### src/include/apc_pkg.sv
package apc_pkg;
    localparam int APC_WIDTH = 10;
    localparam int APC_MSB = 9;
    localparam int APC_LATENCY = 7;
    localparam int APC_WARMUP = 20;
    localparam logic [4:0] APC_WARM_RESET = 5'h00;
    localparam logic [9:0] APC_WORD_RESET = 10'h000;
    typedef logic [9:0] apc_word_t;

    typedef enum logic [0:0]
    {
        APC_WARMING = 1'b0,
        APC_RUNNING = 1'b1
    } apc_state_e;

    function automatic apc_word_t apc_code(input apc_word_t ob, input logic twos);
        apc_code = {ob[APC_MSB] ^ twos, ob[APC_MSB-1:0]};
    endfunction
endpackage

### src/apc_pipeline_output.sv
`timescale 1ns/100ps
module apc_pipeline_output
    import apc_pkg::*;
(
    input wire logic mclk,
    input wire logic resetn,
    input wire logic [9:0] analog_code,
    input wire logic output_format_select,
    input wire logic output_enable_n,
    output logic [9:0] sample_out,
    output logic [9:0] sample_oe_n,
    output logic sample_valid
);
    // Sample stage on falling edge; six pipe_q stages plus the sample_out register give seven rising stages, seven cycles total
    apc_word_t sample_q;
    apc_word_t pipe_q [0:APC_LATENCY-2];
    logic [4:0] warm_q;
    apc_state_e state_q;
    logic [4:0] run_cnt_q;

    always_ff @(negedge mclk)
    begin
        if (!resetn)
            sample_q <= APC_WORD_RESET;
        else
            sample_q <= analog_code;
    end

    always_ff @(posedge mclk)
    begin
        if (!resetn)
        begin
            for (int i = 0; i < APC_LATENCY - 1; i++)
                pipe_q[i] <= APC_WORD_RESET;
        end
        else
        begin
            pipe_q[0] <= sample_q;
            for (int i = 1; i < APC_LATENCY - 1; i++)
                pipe_q[i] <= pipe_q[i-1];
        end
    end

    always_ff @(posedge mclk)
    begin
        if (!resetn)
            sample_out <= APC_WORD_RESET;
        else
            sample_out <= apc_code(pipe_q[APC_LATENCY-2], output_format_select);
    end

    always_ff @(posedge mclk)
    begin
        if (!resetn)
            sample_oe_n <= {APC_WIDTH{1'b1}};
        else
            sample_oe_n <= {APC_WIDTH{output_enable_n}};
    end

    // Warm-up counter: output flagged invalid until dynamic stages settle
    always_ff @(posedge mclk)
    begin
        if (!resetn)
        begin
            warm_q <= APC_WARM_RESET;
            state_q <= APC_WARMING;
            sample_valid <= 1'b0;
        end
        else
        begin
            case (state_q)
                APC_WARMING:
                begin
                    warm_q <= warm_q + 5'h01;
                    if (warm_q == 5'(APC_WARMUP - 1))
                    begin
                        state_q <= APC_RUNNING;
                        sample_valid <= 1'b1;
                    end
                end
                APC_RUNNING:
                    sample_valid <= 1'b1;
                default:
                    state_q <= APC_WARMING;
            endcase
        end
    end

    property p_twos;
        @(posedge mclk) disable iff (!resetn)
        resetn && output_format_select |=> sample_out[APC_MSB] != $past(pipe_q[APC_LATENCY-2][APC_MSB]);
    endproperty
    a_twos: assert property (p_twos) else $error("msb not inverted");

    property p_offset;
        @(posedge mclk) disable iff (!resetn)
        resetn && !output_format_select |=> sample_out == $past(pipe_q[APC_LATENCY-2]);
    endproperty
    a_offset: assert property (p_offset) else $error("offset binary mismatch");

    property p_latency;
        @(posedge mclk) disable iff (!resetn)
        ##7 !$past(output_format_select) |-> sample_out == $past(sample_q, 7);
    endproperty
    a_latency: assert property (p_latency) else $error("latency wrong");

    property p_oe;
        @(posedge mclk) disable iff (!resetn)
        output_enable_n |=> sample_oe_n == 10'h3ff;
    endproperty
    a_oe: assert property (p_oe) else $error("outputs not released");

    property p_warm;
        @(posedge mclk) disable iff (!resetn)
        $rose(resetn) |-> !sample_valid [*8];
    endproperty
    a_warm: assert property (p_warm) else $error("valid too early");

    property p_stream;
        @(posedge mclk) disable iff (!resetn)
        sample_valid |=> sample_valid;
    endproperty
    a_stream: assert property (p_stream) else $error("stream dropped");

    // Reference count of cycles since reset release, held once warm-up is over
    always_ff @(posedge mclk)
    begin
        if (!resetn)
            run_cnt_q <= APC_WARM_RESET;
        else if (run_cnt_q != 5'(APC_WARMUP))
            run_cnt_q <= run_cnt_q + 5'h01;
    end

    property p_low_bits;
        @(posedge mclk) disable iff (!resetn)
        resetn |=> sample_out[APC_MSB-1:0] == $past(pipe_q[APC_LATENCY-2][APC_MSB-1:0]);
    endproperty
    a_low_bits: assert property (p_low_bits) else $error("low bits altered");

    property p_latency_twos;
        @(posedge mclk) disable iff (!resetn)
        ##7 $past(output_format_select) |-> sample_out[APC_MSB] != $past(sample_q[APC_MSB], 7);
    endproperty
    a_latency_twos: assert property (p_latency_twos) else $error("latency wrong");

    // Falling-edge capture of the converter result
    property p_sample;
        @(negedge mclk) disable iff (!resetn)
        resetn |=> sample_q == $past(analog_code);
    endproperty
    a_sample: assert property (p_sample) else $error("sample not taken");

    property p_stage_first;
        @(posedge mclk) disable iff (!resetn)
        resetn |=> pipe_q[0] == $past(sample_q);
    endproperty
    a_stage_first: assert property (p_stage_first) else $error("first stage wrong");

    property p_stage_mid;
        @(posedge mclk) disable iff (!resetn)
        resetn |=> pipe_q[1] == $past(pipe_q[0]) && pipe_q[2] == $past(pipe_q[1])
            && pipe_q[3] == $past(pipe_q[2]) && pipe_q[4] == $past(pipe_q[3]);
    endproperty
    a_stage_mid: assert property (p_stage_mid) else $error("middle stage wrong");

    property p_stage_last;
        @(posedge mclk) disable iff (!resetn)
        resetn |=> pipe_q[APC_LATENCY-2] == $past(pipe_q[APC_LATENCY-3]);
    endproperty
    a_stage_last: assert property (p_stage_last) else $error("last stage wrong");

    property p_oe_drive;
        @(posedge mclk) disable iff (!resetn)
        resetn && !output_enable_n |=> sample_oe_n == 10'h000;
    endproperty
    a_oe_drive: assert property (p_oe_drive) else $error("outputs not driven");

    property p_oe_uniform;
        @(posedge mclk) disable iff (!resetn)
        sample_oe_n == 10'h000 || sample_oe_n == 10'h3ff;
    endproperty
    a_oe_uniform: assert property (p_oe_uniform) else $error("enables split");

    // Reset returns every output to its idle value
    property p_reset_values;
        @(posedge mclk)
        !resetn |=> sample_out == APC_WORD_RESET && sample_oe_n == 10'h3ff && !sample_valid;
    endproperty
    a_reset_values: assert property (p_reset_values) else $error("reset outputs wrong");

    property p_reset_state;
        @(posedge mclk)
        !resetn |=> state_q == APC_WARMING && warm_q == APC_WARM_RESET
            && pipe_q[0] == APC_WORD_RESET;
    endproperty
    a_reset_state: assert property (p_reset_state) else $error("reset state wrong");

    property p_warm_early;
        @(posedge mclk) disable iff (!resetn)
        run_cnt_q != 5'(APC_WARMUP) |-> !sample_valid;
    endproperty
    a_warm_early: assert property (p_warm_early) else $error("valid before warm-up");

    property p_warm_late;
        @(posedge mclk) disable iff (!resetn)
        run_cnt_q == 5'(APC_WARMUP) |-> sample_valid;
    endproperty
    a_warm_late: assert property (p_warm_late) else $error("valid late");

    property p_warm_state;
        @(posedge mclk) disable iff (!resetn)
        state_q == APC_WARMING |-> !sample_valid;
    endproperty
    a_warm_state: assert property (p_warm_state) else $error("valid while warming");

    property p_run_valid;
        @(posedge mclk) disable iff (!resetn)
        state_q == APC_RUNNING |-> sample_valid;
    endproperty
    a_run_valid: assert property (p_run_valid) else $error("valid low while running");

    property p_warm_step;
        @(posedge mclk) disable iff (!resetn)
        resetn && state_q == APC_WARMING |=> warm_q == $past(warm_q) + 5'h01;
    endproperty
    a_warm_step: assert property (p_warm_step) else $error("warm-up count stalled");
endmodule // apc_pipeline_output

### config.mk
export PLATFORM = sky130hd
export DESIGN_NAME = apc_pipeline_output
export DESIGN_NICKNAME = d
export VERILOG_FILES = /design/src/include/apc_pkg.sv /design/src/apc_pipeline_output.sv
export SDC_FILE = /design/constraint.sdc
export NUM_CORES = 1
export LEC_CHECK = 0
export BUFFER_PORTS_ARGS = -buffer_cell sky130_fd_sc_hd__buf_4
export CAP_MARGIN = 20
export CORE_MARGIN = 2
export CORE_UTILIZATION = 35
export DETAILED_ROUTE_END_ITERATION = 10
export GPL_ROUTABILITY_DRIVEN = 0
export PLACE_DENSITY = 0.56
export SLEW_MARGIN = 25
export SYNTH_ARGS = -nofsm -noshare
export SYNTH_HDL_FRONTEND = slang
export SYNTH_SLANG_ARGS = --single-unit
### constraint.sdc
create_clock -name mclk -period 1.3 [get_ports mclk]
set_input_delay 0.26 -clock mclk [delete_from_list [all_inputs] [get_ports mclk]]
set_output_delay 0.26 -clock mclk [all_outputs]
set_load 0.01 [all_outputs]
# After elaboration in Yosys (flattened, before gate mapping)
# Memories as Yosys holds them, arrays and structs flattened.
# Index checks and enable logic that the tools add are counted.
op_classes:
  n_eq_ne: 2
  addsub: 1
  muxes: 12
  bitwise: 8
ops:
  columns: ["operator", "n"]
  rows:
  - ["$mux 10", 6]
  - ["$or 1x1->1", 6]
  - ["$add 5x1->5 const B", 1]
  - ["$eq 5x5->1 const B", 1]
  - ["$mux 1", 5]
  - ["$ne 2x2->1 const B", 1]
  - ["$pmux 1 s2", 1]
  - ["$not 1->1", 1]
  - ["$xor 1x1->1", 1]
totals:
  out_inout_bits: 21
  ramBits: 60
  elab_cells: 30
  input_bits: 14
  regBits: 28
  n_memories: 1
mem_list:
  columns: ["name", "words", "word_bits", "read_ports", "rd_ports_with_merged_regs", "wr", "line", "source"]
  rows:
  - ["pipe_q", 6, 10, 6, 0, 6, "apc_pipeline_output.sv:16", "apc_word_t pipe_q [0:APC_LATENCY-2];"]

# Longest topological paths before layout
logic_depth:
  ltp_word: 3
  depth_mapped: 4
  ltp_nobuf: 4

==> flow_metrics.tcl <==
set metrics [dict create \
    grtUsageTotal_pct 7.65 \
    placeableCoreArea_sq_um 7140 \
    worstPathCellList "and2_1" \
    hold-path-endpoint "sample_oe_n[0]" \
    dp.final_hpwl_mm 1.42 \
    timing_worst_slew_pin_value_ns 0.507 \
    postSynthAreaPerCell_sq_um 12.3 \
    yosys.area.top_type_share_pct 69.1 \
    worst-endpoint-arrival_ns 1.46 \
    n_fill_cell 700 \
    synth_sequential_area_ratio_pct 69.1 \
    drt-total-wl_mm 2.54 \
    cp_max_fo 1 \
    post_route_cells_drive_above_1_share_pct 20.5 \
    max_stage_delay_ns 0.29 \
    h-tree-depth 3 \
    netlist_area_sq_um 2550 \
    start_kind "register" \
    status "complete, no violations" \
    report.final.slew_viol_count 0 \
    post-synth-top-count-cell "dfxtp_1" \
    setup_viol 0 \
    clock_insertion_delay_worst_skew_ns 0.38 \
    r2r_end "pipe_q[0][4]" \
    remaining_drc_errors 0 \
    synth-warning-count 0 \
    grt_max_degree 79 \
    numClockSinks 88 \
    number_of_global_route_vias_before_repair 1034 \
    first_pass_iters 3 \
    critPathCaptureType "register" \
    critPathSlowestCell "dfxtp_1" \
    cts-root-buf "clkbuf_8" \
    wl_per_cell_um 7.30 \
    dr.first_iter.drc_count 35 \
    finish.utilization_pct 42.3 \
    finalHoldViolCount 0 \
    die_boundary_height_um 89.4 \
    die_x_um 89.4 \
    mapped_cells 208 \
    cts_post_setup_buffers_inserted 0 \
    areaGrowthSynthToFinish_pct 18.3 \
    worst_min_delay_path_startpoint "output_enable_n" \
    rrSetupSlack_ns 0.08 \
    rsz0062_at_grt "false" \
    synth_largest_area_cell "dfxtp_1" \
    tritoncts "built" \
    worst_path_dominant_cell_family "flip-flops" \
    power_leakage_nw 1.31 \
    timing.setup.critical_path_class "reg2reg" \
    maxcap_viol_count 0 \
    fin_skew_ns 0.0477 \
    antenna_cells_inserted 0 \
    r2r_start "sample_q[4]" \
    whs_path_depth 2 \
    synth_area_leaders "dfxtp_1 (69%), and2_1 (21%), buf_4 (2.6%)" \
    antenna_left 0 \
    peakVddDrop_mv 1.15 \
    ys_dominant_reg_cell "dfxtp_1" \
    worst_hold_slack_ns 0.108 \
    clk_pin_slew_ns 0.08 \
    postSynthNetCount 223 \
    critical_path_buf_inv_count 0 \
    multiInputGateArea_sq_um 653 \
    worst_slew_margin_rel_pct 66.2 \
    async_flop_share_pct 0 \
    synth_top_cells_by_count "dfxtp_1 (88), and2_1 (84), buf_4 (9)" \
    full_die_area_sq_um 7990 \
    via_count 1241 \
    cts_made_buffers 9 \
    first_pass_grt_wire_length_mm 4.37 \
    power_density_nw_per_um2 1540 \
    design_power_total_mw 4.65 \
    clock_tree.buffer_depth 2 \
    antenna_found_initial 0 \
    fin_cells 348 \
    synth.ff_latch_count 88 \
    finish.net_count 259 \
    boundaryPins 35 \
    worst_hold_path_type "in2reg" \
    synth_cell_type_count 18 \
    vias_per_cell 3.57 \
    placement.io_buffers 34 \
    setup-tns-final_ns 0 \
    r2r_cells 1 \
    timing.critical_path.required_ns 1.53 \
    seq_area_sq_um 1760 \
    placed_cells_incl_taps 323 \
    initial_core_util_pct 35.7 \
    synth_enable_flop_cells 0 \
    fp-row-count 31 \
    grt.overflow.total 0 \
]
sequential cells by signal (all words and copies together) (netlist names):
register,flops
sample_oe_n,1
sample_out,10
sample_valid,1
sample_q,10
state_q,1
warm_q,5
pipe_q,60
cell usage in the layout, fill, tap and decap left out:
cell and count:
dfxtp_1 87, and2_1 84, buf_4 35, inv_1 10, clkbuf_8 10, xnor2_1 4
clkinvlp_4 3, nand4b_1 2, nand2b_1 2, nand2_1 1, nor3_1 1, o31a_1 1
o21a_1 1, xor2_1 1, mux2i_1 1, nor2b_1 1, ha_1 1, clkbuf_1 1
inv_4 1, clkinv_4 1, dfxtp_2 1
cell families after synthesis:
kind of cell | Yosys count | share of synthesized area, %
buffers and inverters | 20 | 5.35
AOI/OAI and AO/OA | 2 | 0.638
adders and majority gates | 1 | 0.490
and+or+nand+nor | 91 | 22.4
DFF | 88 | 69.1
xor gates and xnor gates | 5 | 1.72
muxes | 1 | 0.392
per-layer routing:
metal	vias to the layer above	part of all wire, %	GRT usage (%)
met1	512	46	8.03
met5	-	0	0
met4	0	2.2	4.88
met2	34	44	11.1
li1	691	-	-
met3	4	8.5	5.26
power breakdown:
part | internal, mW | total, mW | switching (mW)
registers | 2.76 | 2.78 | 0.0194
logic | 0.0852 | 0.148 | 0.0625
clock network | 0.790 | 1.73 | 0.938
repair_timing:
action                                  in CTS  in global routing
gates resized for setup                      0                  1
endpoints found under the hold margin        0                  0
endpoints found under the setup margin       0                 10
hold buffers                                 0                  0
worst max-delay path by stage:
| stage | cells after the start | to | startpoint |
|---|---|---|---|
| 2_1_floorplan | 3 | sample_q[0] | resetn |
| 3_3_place_gp | 2 | sample_q[8] | resetn |
| 3_5_place_dp | 2 | sample_q[8] | resetn |
| 4_1_cts | 1 | sample_oe_n[6] | sample_oe_n[0] |
| 5_1_grt | 1 | pipe_q[0][0] | sample_q[0] |
| 6_report | 1 | pipe_q[0][4] | sample_q[4] |
per-stage QoR:
stage | setup WS (ns) | cell area, sq um
after global placement | -0.0279 | 2810
final | 0.0752 | 3020
after CTS | 0.0136 | 3020
after floorplan | -0.0666 | 2560
after detailed placement | -0.0325 | 2810
after global routing | 0.0578 | 3020
cell type report:
| cell class | instances | area share (%) |
|---|---|---|
| Clock buffer | 11 | 4.68 |
| Sequential cell | 88 | 58.4 |
| Clock inverter | 15 | 2.49 |
| Tap cell | 99 | 4.10 |
| Timing Repair Buffer | 35 | 8.70 |
| Multi-Input combinational cell | 100 | 21.6 |
Note: power is estimated with default switching activity, not from simulation.
